$ cat src/pcs_defines.svh
// Constants for the gigabit serial PCS sublayer
// Assumes a 40 MHz core clock and an 8-bit transceiver code path
`ifndef PCS_DEFINES_SVH
`define PCS_DEFINES_SVH
`define K28_5        8'hbc
`define D16_2        8'h50
`define D21_5        8'hb5
`define D2_2         8'h42
`define K_SOP        8'hfb
`define K_EOP        8'hfd
`define K_CAR        8'hf7
`define K_ERR        8'hfe
`define RX_PREAMBLE  8'h55
`define CLK_NS       25
`define LT_UNIT_NS   32768
`define LT_UNIT_CYC  (`LT_UNIT_NS / `CLK_NS)
`define LT_DEFAULT   9'h13d
`define SYNC_COMMAS  2'h3
`define SYNC_BAD     3'h4
`define SYNC_GOOD    2'h3
`define REG_CTRL     5'h00
`define REG_STAT     5'h01
`define REG_ADV      5'h04
`define REG_LP       5'h05
`define CTRL_RST     15
`define CTRL_ANEN    12
`define CTRL_RESTART 9
`define CTRL_RESET   16'h1140
`define ADV_RESET    16'h0020
`define CFG_ACK      14
`define MD_PHYAD     5'h01
`endif

$ cat src/pcs_pkg.sv
// Types shared by the PCS sublayer
// Assumes pcs_defines.svh holds all numeric constants
package pcs_pkg;
	typedef enum logic [2:0] {TX_IDLE, TX_SOP, TX_DATA, TX_EOP, TX_CAR, TX_CFG} pcs_tx_t;
	typedef enum logic [1:0] {SY_LOSS, SY_ACQ, SY_OK} pcs_sync_t;
	typedef enum logic [2:0] {AN_OFF, AN_RESTART, AN_ABIL, AN_ACK, AN_CACK, AN_IDLE,
		AN_LINK} pcs_an_t;
endpackage : pcs_pkg

$ cat src/pcs_sublayer.sv
// PCS sublayer: transmit FIFO, ordered sets, sync, receive decode, MDIO, autoneg
// Assumes the transceiver codes 8B/10B and shares core_clk; MDIO pins are async
`timescale 1ns/10ps
`include "pcs_defines.svh"

module pcs_fifo #(parameter int W = 9, parameter int D = 8) (
	input  wire logic         core_clk,
	input  wire logic         rst,
	input  wire logic         in_valid,
	output logic              in_ready,
	input  wire logic [W-1:0] in_data,
	output logic              out_valid,
	input  wire logic         out_ready,
	output logic [W-1:0]      out_data
);
	localparam int AW = $clog2(D);
	logic [W-1:0] mem [D];
	logic [AW:0]  wr_r;
	logic [AW:0]  rd_r;
	assign out_valid = wr_r != rd_r;
	assign in_ready  = (wr_r[AW] == rd_r[AW]) || (wr_r[AW-1:0] != rd_r[AW-1:0]);
	assign out_data  = mem[rd_r[AW-1:0]];
	always_ff @(posedge core_clk) begin
		if (in_valid && in_ready) mem[wr_r[AW-1:0]] <= in_data;
	end
	always_ff @(posedge core_clk or posedge rst) begin
		if (rst) wr_r <= '0;
		else if (in_valid && in_ready) wr_r <= wr_r + 1'b1;
	end
	always_ff @(posedge core_clk or posedge rst) begin
		if (rst) rd_r <= '0;
		else if (out_valid && out_ready) rd_r <= rd_r + 1'b1;
	end
	chk_fifo_full: assert property (@(posedge core_clk) disable iff (rst)
		(wr_r - rd_r) == D[AW:0] |-> !in_ready) else $error("fifo accepts when full");
endmodule : pcs_fifo

module pcs_sublayer
	import pcs_pkg::*;
(
	input  wire logic       core_clk,
	input  wire logic       rst,
	input  wire logic       clocks_locked_in,
	input  wire logic [7:0] tx_data,
	input  wire logic       tx_last,
	input  wire logic       tx_valid,
	output logic            tx_ready,
	output logic [7:0]      tx_code,
	output logic            tx_is_k,
	input  wire logic [7:0] rx_code,
	input  wire logic       rx_is_k,
	input  wire logic       rx_code_err,
	output logic [7:0]      rx_data,
	output logic            rx_dv,
	output logic            rx_er,
	output logic            link_ok,
	input  wire logic [8:0] link_timer_setting,
	input  wire logic       mdc,
	input  wire logic       mdio_in,
	output logic            mdio_out,
	output logic            mdio_oe_n
);
	import pcs_pkg::*;
	logic lk_s1_r, lk_s2_r, core_rst;
	pcs_tx_t tx_st_r;
	pcs_sync_t sy_st_r;
	pcs_an_t an_st_r, an_nxt;
	logic f_valid, f_ready, f_last, pos_r, cfg_alt_r, rx_comma, rx_inv;
	logic [7:0] f_data, tx_code_r;
	logic [1:0] cfg_idx_r, sy_cnt_r, good_r;
	logic [2:0] bad_r;
	logic tx_is_k_r, rx_dv_r, rx_er_r, prev_comma_r, rx_cfg_stb_r, an_done_r;
	logic [7:0] rx_data_r, cfg_lo_r;
	logic [1:0] rx_cfg_cnt_r;
	logic [15:0] rx_cfg_r, ctrl_r, adv_r, lp_r, tx_cfg;
	logic [10:0] lt_cyc_r;
	logic [8:0] lt_units_r;
	logic lt_done, an_en, an_kick, phy_rst_p, restart_p, sync_ok;
	logic md_c1_r, md_c2_r, md_c3_r, md_d1_r, md_d2_r, md_rise, md_rd_r, md_me_r;
	logic md_drv_r, md_out_r;
	logic [4:0] md_cnt_r, md_reg_r;
	logic [15:0] md_sr_r, md_q_r;

	// Clocks-locked holds everything but the lock and MDIO input synchronisers in reset
	always_ff @(posedge core_clk or posedge rst) begin
		if (rst) {lk_s1_r, lk_s2_r} <= 2'b00;
		else {lk_s1_r, lk_s2_r} <= {clocks_locked_in, lk_s1_r};
	end
	assign core_rst = rst || !lk_s2_r;

	pcs_fifo #(.W(9), .D(8)) u_fifo (
		.core_clk (core_clk),
		.rst      (core_rst),
		.in_valid (tx_valid),
		.in_ready (tx_ready),
		.in_data  ({tx_last, tx_data}),
		.out_valid(f_valid),
		.out_ready(f_ready),
		.out_data ({f_last, f_data})
	);
	assign f_ready = tx_st_r == TX_DATA;

	// Transmit ordered-set engine; idle and config start on even positions
	assign tx_cfg = an_st_r == AN_RESTART ? 16'h0000 :
		an_st_r == AN_ACK ? (adv_r | (16'h0001 << `CFG_ACK)) : adv_r;
	wire xmit_cfg = an_st_r inside {AN_RESTART, AN_ABIL, AN_ACK, AN_CACK};
	always_ff @(posedge core_clk or posedge core_rst) begin
		if (core_rst) begin
			tx_st_r <= TX_IDLE;
			pos_r <= 1'b0;
			cfg_idx_r <= 2'h0;
			cfg_alt_r <= 1'b0;
		end else begin
			pos_r <= !pos_r;
			cfg_idx_r <= tx_st_r == TX_CFG ? cfg_idx_r + 2'h1 : 2'h0;
			if (tx_st_r == TX_CFG && cfg_idx_r == 2'h3) cfg_alt_r <= !cfg_alt_r;
			case (tx_st_r)
				TX_IDLE: if (pos_r) tx_st_r <= xmit_cfg ? TX_CFG : f_valid ? TX_SOP : TX_IDLE;
				TX_SOP:  tx_st_r <= TX_DATA;
				TX_DATA: if (!f_valid || f_last) tx_st_r <= TX_EOP;
				TX_EOP:  tx_st_r <= TX_CAR;
				TX_CAR:  if (pos_r) tx_st_r <= TX_IDLE;
				TX_CFG:  if (cfg_idx_r == 2'h3 && !xmit_cfg) tx_st_r <= TX_IDLE;
				default: tx_st_r <= TX_IDLE;
			endcase
		end
	end
	always_ff @(posedge core_clk or posedge core_rst) begin
		if (core_rst) begin
			tx_code_r <= `K28_5;
			tx_is_k_r <= 1'b1;
		end else begin
			case (tx_st_r)
				TX_SOP:  {tx_is_k_r, tx_code_r} <= {1'b1, `K_SOP};
				TX_DATA: {tx_is_k_r, tx_code_r} <= f_valid ? {1'b0, f_data} : {1'b1, `K_ERR};
				TX_EOP:  {tx_is_k_r, tx_code_r} <= {1'b1, `K_EOP};
				TX_CAR:  {tx_is_k_r, tx_code_r} <= {1'b1, `K_CAR};
				TX_CFG: begin
					case (cfg_idx_r)
						2'h0: {tx_is_k_r, tx_code_r} <= {1'b1, `K28_5};
						2'h1: {tx_is_k_r, tx_code_r} <= {1'b0, cfg_alt_r ? `D2_2 : `D21_5};
						2'h2: {tx_is_k_r, tx_code_r} <= {1'b0, tx_cfg[7:0]};
						default: {tx_is_k_r, tx_code_r} <= {1'b0, tx_cfg[15:8]};
					endcase
				end
				default: {tx_is_k_r, tx_code_r} <= pos_r ? {1'b0, `D16_2} : {1'b1, `K28_5};
			endcase
		end
	end
	assign tx_code = tx_code_r;
	assign tx_is_k = tx_is_k_r;
	chk_tx_sop_code: assert property (@(posedge core_clk) disable iff (core_rst)
		tx_st_r == TX_SOP |=> tx_is_k && tx_code == `K_SOP) else $error("bad start code");
	chk_tx_end_seq: assert property (@(posedge core_clk) disable iff (core_rst)
		tx_st_r == TX_EOP |=> tx_code == `K_EOP ##1 tx_code == `K_CAR) else $error("bad end");
	chk_lock_hold: assert property (@(posedge core_clk) disable iff (rst)
		!lk_s2_r |-> tx_st_r == TX_IDLE && sy_st_r == SY_LOSS) else $error("runs unlocked");

	// Synchronization: three commas to acquire, four net bad groups to lose
	assign rx_comma = rx_is_k && rx_code == `K28_5;
	assign rx_inv = rx_code_err || (rx_is_k && !(rx_code inside {`K28_5, `K_SOP, `K_EOP,
		`K_CAR, `K_ERR}));
	always_ff @(posedge core_clk or posedge core_rst) begin
		if (core_rst) begin
			sy_st_r <= SY_LOSS;
			sy_cnt_r <= 2'h0;
			bad_r <= 3'h0;
			good_r <= 2'h0;
		end else begin
			case (sy_st_r)
				SY_LOSS: if (rx_comma) {sy_st_r, sy_cnt_r} <= {SY_ACQ, 2'h1};
				SY_ACQ: begin
					if (rx_inv) sy_st_r <= SY_LOSS;
					else if (rx_comma) sy_cnt_r <= sy_cnt_r + 2'h1;
					if (!rx_inv && rx_comma && sy_cnt_r == `SYNC_COMMAS - 2'h1) begin
						{sy_st_r, bad_r, good_r} <= {SY_OK, 3'h0, 2'h0};
					end
				end
				SY_OK: begin
					if (rx_inv) begin
						bad_r <= bad_r + 3'h1;
						good_r <= 2'h0;
						if (bad_r == `SYNC_BAD - 3'h1) sy_st_r <= SY_LOSS;
					end else if (bad_r != 3'h0) begin
						good_r <= good_r == `SYNC_GOOD ? 2'h0 : good_r + 2'h1;
						if (good_r == `SYNC_GOOD) bad_r <= bad_r - 3'h1;
					end
				end
				default: sy_st_r <= SY_LOSS;
			endcase
		end
	end
	assign sync_ok = sy_st_r == SY_OK;
	chk_sync_loss: assert property (@(posedge core_clk) disable iff (core_rst)
		sync_ok && rx_inv && bad_r == 3'h3 |=> sy_st_r == SY_LOSS) else $error("no loss");
	chk_sync_acq: assert property (@(posedge core_clk) disable iff (core_rst)
		sy_st_r == SY_LOSS |=> !sync_ok) else $error("sync without commas");

	// Receive decode of frames and configuration ordered sets
	always_ff @(posedge core_clk or posedge core_rst) begin
		if (core_rst) begin
			{rx_dv_r, rx_er_r, prev_comma_r, rx_cfg_stb_r} <= 4'h0;
			{rx_data_r, cfg_lo_r, rx_cfg_cnt_r, rx_cfg_r} <= '0;
		end else begin
			prev_comma_r <= rx_comma;
			rx_cfg_stb_r <= 1'b0;
			rx_er_r <= 1'b0;
			if (prev_comma_r && !rx_is_k && rx_code inside {`D21_5, `D2_2}) rx_cfg_cnt_r <= 2'h2;
			else if (rx_cfg_cnt_r != 2'h0) rx_cfg_cnt_r <= rx_cfg_cnt_r - 2'h1;
			if (rx_cfg_cnt_r == 2'h2) cfg_lo_r <= rx_code;
			if (rx_cfg_cnt_r == 2'h1) {rx_cfg_stb_r, rx_cfg_r} <= {1'b1, rx_code, cfg_lo_r};
			if (!sync_ok) rx_dv_r <= 1'b0;
			else if (!rx_dv_r) begin
				if (rx_is_k && rx_code == `K_SOP) {rx_dv_r, rx_data_r} <= {1'b1, `RX_PREAMBLE};
			end else if (rx_is_k && rx_code == `K_EOP) rx_dv_r <= 1'b0;
			else begin
				rx_data_r <= rx_code;
				rx_er_r <= rx_is_k || rx_code_err;
			end
		end
	end
	assign rx_data = rx_data_r;
	assign rx_dv = rx_dv_r;
	assign rx_er = rx_er_r;
	chk_rx_start: assert property (@(posedge core_clk) disable iff (core_rst)
		sync_ok && !rx_dv && rx_is_k && rx_code == `K_SOP |=> rx_dv && rx_data == `RX_PREAMBLE)
		else $error("start not decoded");

	// Link timer counts units of the scaled reference period
	always_ff @(posedge core_clk or posedge core_rst) begin
		if (core_rst) {lt_cyc_r, lt_units_r} <= '0;
		else if (an_nxt != an_st_r) {lt_cyc_r, lt_units_r} <= '0;
		else if (!lt_done) begin
			lt_cyc_r <= lt_cyc_r == 11'(`LT_UNIT_CYC - 1) ? 11'h0 : lt_cyc_r + 11'h1;
			if (lt_cyc_r == 11'(`LT_UNIT_CYC - 1)) lt_units_r <= lt_units_r + 9'h1;
		end
	end
	assign lt_done = lt_units_r >= link_timer_setting;

	// Autonegotiation sequencing
	assign an_en = ctrl_r[`CTRL_ANEN];
	assign an_kick = restart_p || phy_rst_p || (an_st_r != AN_RESTART && !sync_ok);
	always_comb begin
		an_nxt = an_st_r;
		case (an_st_r)
			AN_OFF:     an_nxt = AN_RESTART;
			AN_RESTART: if (lt_done) an_nxt = AN_ABIL;
			AN_ABIL:    if (rx_cfg_stb_r && rx_cfg_r != 16'h0000) an_nxt = AN_ACK;
			AN_ACK:     if (rx_cfg_stb_r && rx_cfg_r[`CFG_ACK]) an_nxt = AN_CACK;
			AN_CACK:    if (lt_done) an_nxt = AN_IDLE;
			AN_IDLE:    if (lt_done) an_nxt = AN_LINK;
			AN_LINK:    if (rx_cfg_stb_r) an_nxt = AN_RESTART;
			default:    an_nxt = AN_OFF;
		endcase
		if (an_kick) an_nxt = AN_RESTART;
		if (!an_en) an_nxt = AN_OFF;
	end
	always_ff @(posedge core_clk or posedge core_rst) begin
		if (core_rst) an_st_r <= AN_OFF;
		else an_st_r <= an_nxt;
	end
	always_ff @(posedge core_clk or posedge core_rst) begin
		if (core_rst) {lp_r, an_done_r} <= '0;
		else begin
			if (an_st_r == AN_ABIL && rx_cfg_stb_r && rx_cfg_r != 16'h0000) lp_r <= rx_cfg_r;
			an_done_r <= an_st_r == AN_LINK;
		end
	end
	assign link_ok = sync_ok && (!an_en || an_done_r);
	chk_an_restart: assert property (@(posedge core_clk) disable iff (core_rst)
		an_en && restart_p |=> an_st_r == AN_RESTART) else $error("restart ignored");
	chk_lt_length: assert property (@(posedge core_clk) disable iff (core_rst)
		$rose(lt_done) |-> lt_units_r == link_timer_setting) else $error("timer length");
	chk_lp_capture: assert property (@(posedge core_clk) disable iff (core_rst)
		an_st_r == AN_ABIL && an_nxt == AN_ACK |=> lp_r == $past(rx_cfg_r))
		else $error("partner word lost");

	// MDIO management slave, sampled through two flops
	always_ff @(posedge core_clk or posedge rst) begin
		if (rst) {md_c1_r, md_c2_r, md_c3_r, md_d1_r, md_d2_r} <= 5'h0;
		else {md_c1_r, md_c2_r, md_c3_r, md_d1_r, md_d2_r} <= {mdc, md_c1_r, md_c2_r,
			mdio_in, md_d1_r};
	end
	assign md_rise = md_c2_r && !md_c3_r;
	always_ff @(posedge core_clk or posedge core_rst) begin
		if (core_rst) begin
			{md_cnt_r, md_reg_r, md_sr_r, md_q_r, md_rd_r, md_me_r, md_drv_r, md_out_r} <= '0;
			{restart_p, phy_rst_p} <= 2'b00;
			ctrl_r <= `CTRL_RESET;
			adv_r <= `ADV_RESET;
		end else begin
			{restart_p, phy_rst_p} <= 2'b00;
			if (md_rise) begin
				md_sr_r <= {md_sr_r[14:0], md_d2_r};
				md_cnt_r <= (md_cnt_r == 5'h0 && !(md_d2_r && !md_sr_r[0])) ? 5'h0 :
					md_cnt_r == 5'd30 ? 5'h0 : md_cnt_r + 5'h1;
				md_out_r <= md_q_r[15];
				md_q_r <= {md_q_r[14:0], 1'b0};
				if (md_cnt_r == 5'd12) begin
					md_rd_r <= md_sr_r[10];
					md_me_r <= {md_sr_r[8:5], md_sr_r[4]} == `MD_PHYAD;
					md_reg_r <= {md_sr_r[3:0], md_d2_r};
				end
				if (md_cnt_r == 5'd13 && md_rd_r && md_me_r) begin
					md_drv_r <= 1'b1;
					md_out_r <= 1'b0;
					case (md_reg_r)
						`REG_CTRL: md_q_r <= ctrl_r;
						`REG_STAT: md_q_r <= {10'h000, an_done_r, 2'b01, link_ok, 2'b00};
						`REG_ADV:  md_q_r <= adv_r;
						`REG_LP:   md_q_r <= lp_r;
						default:   md_q_r <= 16'h0000;
					endcase
				end
				if (md_cnt_r == 5'd30) md_drv_r <= 1'b0;
				if (md_cnt_r == 5'd30 && !md_rd_r && md_me_r) begin
					if (md_reg_r == `REG_CTRL) begin
						ctrl_r <= {1'b0, md_sr_r[13:9], 1'b0, md_sr_r[7:0], md_d2_r};
						restart_p <= md_sr_r[8];
						phy_rst_p <= md_sr_r[14];
					end
					if (md_reg_r == `REG_ADV) adv_r <= {md_sr_r[14:0], md_d2_r};
				end
			end
		end
	end
	assign mdio_out = md_out_r;
	assign mdio_oe_n = !md_drv_r;
	chk_mdio_turn: assert property (@(posedge core_clk) disable iff (core_rst)
		md_rise && md_cnt_r == 5'd13 && md_rd_r && md_me_r |=> !mdio_oe_n && !mdio_out)
		else $error("turnaround not driven");
endmodule : pcs_sublayer

$ cat config.mk
export PLATFORM = sky130hd
export DESIGN_NAME = pcs_sublayer
export DESIGN_NICKNAME = d
export VERILOG_FILES = /design/src/pcs_pkg.sv /design/src/pcs_sublayer.sv
export VERILOG_INCLUDE_DIRS = /design/src
export SDC_FILE = /design/constraint.sdc
export NUM_CORES = 1
export LEC_CHECK = 0
export ABC_AREA = 1
export BUFFER_PORTS_ARGS = -buffer_cell sky130_fd_sc_hd__clkbuf_2
export CAP_MARGIN = 20
export CORE_ASPECT_RATIO = 1.25
export CORE_MARGIN = 10
export CORE_UTILIZATION = 25
export DETAILED_ROUTE_END_ITERATION = 10
export GPL_ROUTABILITY_DRIVEN = 1
export PLACE_DENSITY = 0.48
export SYNTH_ARGS = -nofsm -noshare
export SYNTH_HDL_FRONTEND = slang
export SYNTH_SLANG_ARGS = --single-unit
export TNS_END_PERCENT = 10
$ cat constraint.sdc
create_clock -name core_clk -period 18.8 [get_ports core_clk]
set_clock_uncertainty 0.05 [all_clocks]
set_input_delay 3.76 -clock core_clk [delete_from_list [all_inputs] [get_ports core_clk]]
set_output_delay 3.76 -clock core_clk [all_outputs]
set_load 0.02 [all_outputs]
; ---- After elaboration in Yosys (flattened, before gate mapping)
; Memory sizes are Yosys's and may differ from the RTL's.
; Index checks and enable logic that the tools add are counted.
[totals]
register_bits = 195
ram_bits = 72
in_bits = 34
out_inout_bits = 23
elab_cells = 270
n_memories = 1
[classes]
addsub = 11
n_lt_le_gt_ge = 1
eq_ne = 56
mux = 79
n_reduce_logical = 78
[memory_table]
columns = memory, depth, width, read_ports, rd_clocked_by_memory_dff, wr, line
row1 = u_fifo.mem, 8, 9, 1, 0, 1, pcs_sublayer.sv:17  ; logic [W-1:0] mem [D];
[op_table]
columns = cell, count
row1 = $pmux W16 S4, 1
row2 = $mux W3, 17
row3 = $eq A8 B8 Y1 const B, 6
row4 = $mux W9, 5
row5 = $pmux W8 S5, 1
row6 = $mux W11, 3
row7 = $mux W16, 2
row8 = $mux W8, 4
row9 = $mux W2, 14
row10 = $logic_and A1 B1 Y1, 25
row11 = $pmux W8 S3, 1
row12 = $mux W1, 21
row13 = $pmux W3 S7, 1
row14 = $ne A2 B2 Y1 const B, 9
row15 = $pmux W3 S6, 1
row16 = $reduce_and A4 Y1, 4
row17 = $reduce_bool A16 Y1, 1
row18 = $reduce_bool A2 Y1, 8
row19 = $eq A3 B2 Y1 const B, 5
row20 = $eq A3 B3 Y1 const B, 5
row21 = $logic_not A1 Y1, 15
row22 = $mux W15, 1
row23 = $eq A2 B2 Y1 const B, 6
row24 = $reduce_and A3 Y1, 4
row25 = other kinds (38), 65

; ---- Logic depth before layout (Yosys ltp)
[depth]
word_depth = 10
depth_mapped = 20
mapped_depth_nobuf = 18

; ---- By module
; From an unflattened synthesis, not the netlist that was laid out.
[unflattened]
cells_unflattened = 1397
hier_area_um2 = 12569.6
[modules_own_cells]
columns = module, n_inst, cells_per_inst, area_each_um2, seq_area_each_um2
row1 = pcs_sublayer, 1, 1109, 9230.1, 4692.0
row2 = pcs_fifo, 1, 288, 3339.5, 2362.3

; ---- Worst setup path after synthesis
; Ideal clock, no wire load.
[synth_timing]
kind = in2reg
from = input port link_timer_setting[4]
to = register lt_units_r[0]
setup_ns = 0.125
arrival_time_ns = 5.370
t_required_ns = 18.625
slack_ns = 13.255
cell_stages = 17
path_buffers = 1
path_cell_list = inv_1 > ha_1 > nand2_1 > inv_1 > nand2_1 > nand3_1 > nand2_1 > nand2_1 > nand2_1 > nand3_1 > nand2_1 > nand3_1 > nand2_1 > clkbuf_1 > o211ai_4 > nand2_1 > nand2_1
[synth_via]
elab_chain_len = 8
word_cells_on_any_way = 12
classes_between = order compare: 1 / eq/ne: 2 / mux: 7 / reduce/logical: 2
[synth_rtl]
columns = element, line
row1 = "start, declared", pcs_sublayer.sv:57  ; input wire logic [8:0] link_timer_setting,
row2 = $ge A9 B9 Y1 *, pcs_sublayer.sv:238  ; assign lt_done = lt_units_r >= link_timer_setting;
row3 = $mux W3 (on tied branches), "pcs_sublayer.sv:251, pcs_sublayer.sv:247, pcs_sublayer.sv:250"
row4 = $pmux W3 S7, pcs_sublayer.sv:245  ; case (an_st_r)
row5 = $mux W3, pcs_sublayer.sv:255  ; if (an_kick) an_nxt = AN_RESTART;
row6 = $mux W3, pcs_sublayer.sv:256  ; if (!an_en) an_nxt = AN_OFF;
row7 = $ne A3 B3 Y1, pcs_sublayer.sv:232  ; else if (an_nxt != an_st_r) {lt_cyc_r, lt_units_r} <= '0;
row8 = $ne A2 B1 Y1 (no source line) / $reduce_bool A2 Y1 (equally long branches), n/a
row9 = $reduce_and A2 Y1 (no source line), n/a
row10 = "end signal, assigned", pcs_sublayer.sv:235  ; if (lt_cyc_r == 11'(`LT_UNIT_CYC - 1)) lt_units_r <= lt_units_r + 9'h1;
row11 = "end, declared", pcs_sublayer.sv:77  ; logic [8:0] lt_units_r;
; Every way passes the cells marked *; elsewhere a longest branch is shown, timed or not.
; A chain may end at the register's enable or synchronous reset.

; ---- Worst setup path after layout
[layout_timing]
from = register u_fifo.rd_r[1]
to = output port tx_ready
[layout_via]
elab_chain_len = 2
[layout_rtl]
columns = element, line
row1 = "start, declared", pcs_sublayer.sv:19  ; logic [AW:0] rd_r;
row2 = "start signal, assigned", pcs_sublayer.sv:32  ; else if (out_valid && out_ready) rd_r <= rd_r + 1'b1;
row3 = $ne A3 B3 Y1, pcs_sublayer.sv:21  ; assign in_ready = (wr_r[AW] == rd_r[AW]) || (wr_r[AW-1:0] != rd_r[AW-1:0]);
row4 = $logic_or A1 B1 Y1, pcs_sublayer.sv:21
row5 = "end, declared", pcs_sublayer.sv:47  ; output logic tx_ready,
; Every way passes these cells.

==> reports/qor.yml <==
antenna_cells: 0
wl_um: 31460
synth_compound_area_frac: 0.1304
cts_setup_buffers: 0
synth_flop_cell: "dfrtp_1"
hold_viol_final: 0
critical_path_peak_fanout: 22
via_per_inst: 4.452
cts_buffer_depth: 3
leakage_nw: 6.254
port_buffers: 56
syn_inst: 1355
maxCapViolCount: 0
seq_power_share: 0.431
hp-class: "flip-flop to flip-flop"
switching_share: 0.3382
ios: 57
postRouteAntennaNets: 0
setup_viol: 0
synth_nets: 1421
startpoint_type: "flip-flop"
p_switching_uw: 615.4
r2r-end: "lt_cyc_r[10]"
finalCritPeriodShare: 0.3475
whs_ps: 303.8
cts_hold_buf: 0
synth_edf_count: 72
peakVddDrop_uv: 70.63
comb_power_share: 0.240
synthToLayoutAreaGrowth_pct: 16.47
p_clk_frac: 0.328
p_per_area_nw_per_um2: 126.0
yosys.area_share.adder: 0.03291
fin_setup_tns_ps: 0
htreeDepth: 1
start_util: 0.2520
seqCellArea_um2: 7054
dp_hpwl_um: 21430
status: "finished clean"
final.fill_count: 5262
crit_start: "u_fifo.rd_r[1]"
dr.first_iter.drc_count: 527
antenna_found_initial: 0
synth_top_family_by_area: "simple AND/OR/NAND/NOR gates"
seq_area_frac_synth: 0.5692
synth_cell_types: 47
rsz0062_at_grt: "no"
worst_pin_slew_ps: 1101
die_area_um2: 58940
drc: 0
row_count: 91
vias: 9265
endpoint: "tx_ready"
clk_latency_ps: 570
path_clk_slew_ps: 70
cts_made_buffers: 29
total_power_mw: 1.819
synthSimpleGateAreaFrac: 0.1793
grt_pass1_wl_um: 50760
rr_startpoint: "lt_units_r[4]"
r2r_setup_slack_ps: 15090
drt-pass1-iter-count: 7
reg2regPathDepth: 17
synthMuxAreaShare: 0.002726
slew_headroom: 0.2634
placed_cell_area_um2: 13400
routedWlPerCell_um: 15.12
die_w_um: 219.2
grt_max_degree: 75
grt_pass1_vias: 9282
nets: 1473
cts_tree: "done"
synthArstFlopShare: 0.7303
die_h_um: 268.9
synth_area_per_cell_um2: 9.147
max_freq_mhz: 153.1
overflow: 0
crit_type: "flip-flop to output pin"
crit_required_ps: 14990
drv_slew: 0
core_um2: 49190
min_path_cells: 0
arrival_ps: 2720
cts_root_buffer: "clkbuf_16"
synth_area_um2: 12390
intPower_mw: 1.204
clock-sinks: 267
period_needed_ps: 6533
cts_resized: 0
ys_warn_count: 0
multi_input_area_um2: 4536
ys_ff_latch: 267
final_util: 0.2935
synth-xor-area-share: 0.01908
place.gp.congestion: 0.8382
crit_path_end_kind: "output pin"
grtUsageTotal: 0.1058
design_area_um2: 14440
drive_gt1_frac: 0.1056
## sequential cells by signal, summed over array words and instances (netlist names), 3 cells and up
| name | flops |
|---|---|
| md_q_r | 16 |
| u_fifo.rd_r | 4 |
| bad_r | 3 |
| tx_code | 8 |
| md_sr_r | 15 |
| md_cnt_r | 5 |
| md_reg_r | 5 |
| u_fifo.wr_r | 4 |
| an_st_r | 3 |
| adv_r | 16 |
| ctrl_r | 14 |
| lt_units_r | 9 |
| u_fifo.mem | 72 |
| rx_data | 8 |
| lp_r | 16 |
| cfg_lo_r | 8 |
| tx_st_r | 3 |
| lt_cyc_r | 11 |
| rx_cfg_r | 16 |
## synth_stat cells (17+ instances only)
library cell / instances / share of area
xor2_1: 22 / 0.016
edfxtp_1: 72 / 0.17
clkbuf_1: 43 / 0.013
nand3_1: 53 / 0.021
dfrtp_1: 185 / 0.37
a21oi_1: 73 / 0.029
o21ai_0: 144 / 0.058
inv_1: 159 / 0.048
nand2_1: 294 / 0.089
ha_1: 31 / 0.031
nand4_1: 17 / 0.0086
nor2_1: 131 / 0.040
## cell usage in the layout, fill, tap and decap left out, types with 10 or more instances in the layout
cell	instances
nor2_1	129
o22ai_1	10
o221ai_1	11
o2111ai_1	11
dfrtp_1	185
xor2_1	22
inv_1	159
edfxtp_1	72
nand2_1	294
a21oi_1	73
dfstp_2	10
o21ai_0	144
clkbuf_16	30
nand3_1	53
clkbuf_2	58
ha_1	31
nand4_1	17
buf_4	12
## cell type report
type,count,share of cell area
Multi-Input combinational cell,874,0.3142
Sequential cell,267,0.4886
Timing Repair Buffer,71,0.02912
Tap cell,651,0.05642
Inverter,164,0.04264
Clock buffer,42,0.05807
Clock inverter,12,0.01092
## metrics by stage
step | worst slack [ps] | std cells
global route | 11960 | 2081
floorplan | 3871 | 1355
detailed placement | 11680 | 2025
CTS | 12190 | 2079
global placement | 11940 | 2024
finish | 12270 | 2081
## critical path, stage by stage, from the launching register on
cell and delay, ps:
dfrtp_1 920, inv_1 620, nand2_1 210, a21oi_1 100
nand3_1 110, clkbuf_2 190
## kinds of logic (layout without fill, tap and decap cells)
kind of cell    count (synthesis)  in the layout
compound gates                281            281
simple gates                  531            531
fa+ha+maj                      32             32
buf+inv                       214            289
flops                         267            267
mux                             3              3
xor+xnor                       27             27
## power groups by stage
stage / Clock (mW) / Combinational, mW / Sequential (mW)
2_1_floorplan: 0 / 0.301 / 0.779
3_3_place_gp: 0 / 0.428 / 0.795
3_5_place_dp: 0 / 0.437 / 0.796
4_1_cts: 0.617 / 0.438 / 0.787
5_1_grt: 0.637 / 0.500 / 0.799
6_report: 0.597 / 0.437 / 0.785
## layer usage
| metal | up-vias | share of wire | GRT usage |
|---|---|---|---|
| met5 | - | 0 | 0 |
| met4 | 0 | 0.027 | 0.03956 |
| met3 | 41 | 0.040 | 0.01492 |
| met2 | 163 | 0.47 | 0.1755 |
| met1 | 4453 | 0.46 | 0.1374 |
| li1 | 4608 | - | - |
## worst min-delay path by stage
| stage | start | to | slack, ps |
|---|---|---|---|
| 3_5_place_dp | lk_s1_r | lk_s2_r | 290 |
| 2_1_floorplan | lk_s1_r | lk_s2_r | 280 |
| 6_report | md_d1_r | md_d2_r | 300 |
| 4_1_cts | md_d1_r | md_d2_r | 310 |
| 5_1_grt | md_d1_r | md_d2_r | 310 |
| 3_3_place_gp | md_c1_r | md_c2_r | 290 |
Note: power is estimated with default switching activity, not from simulation.
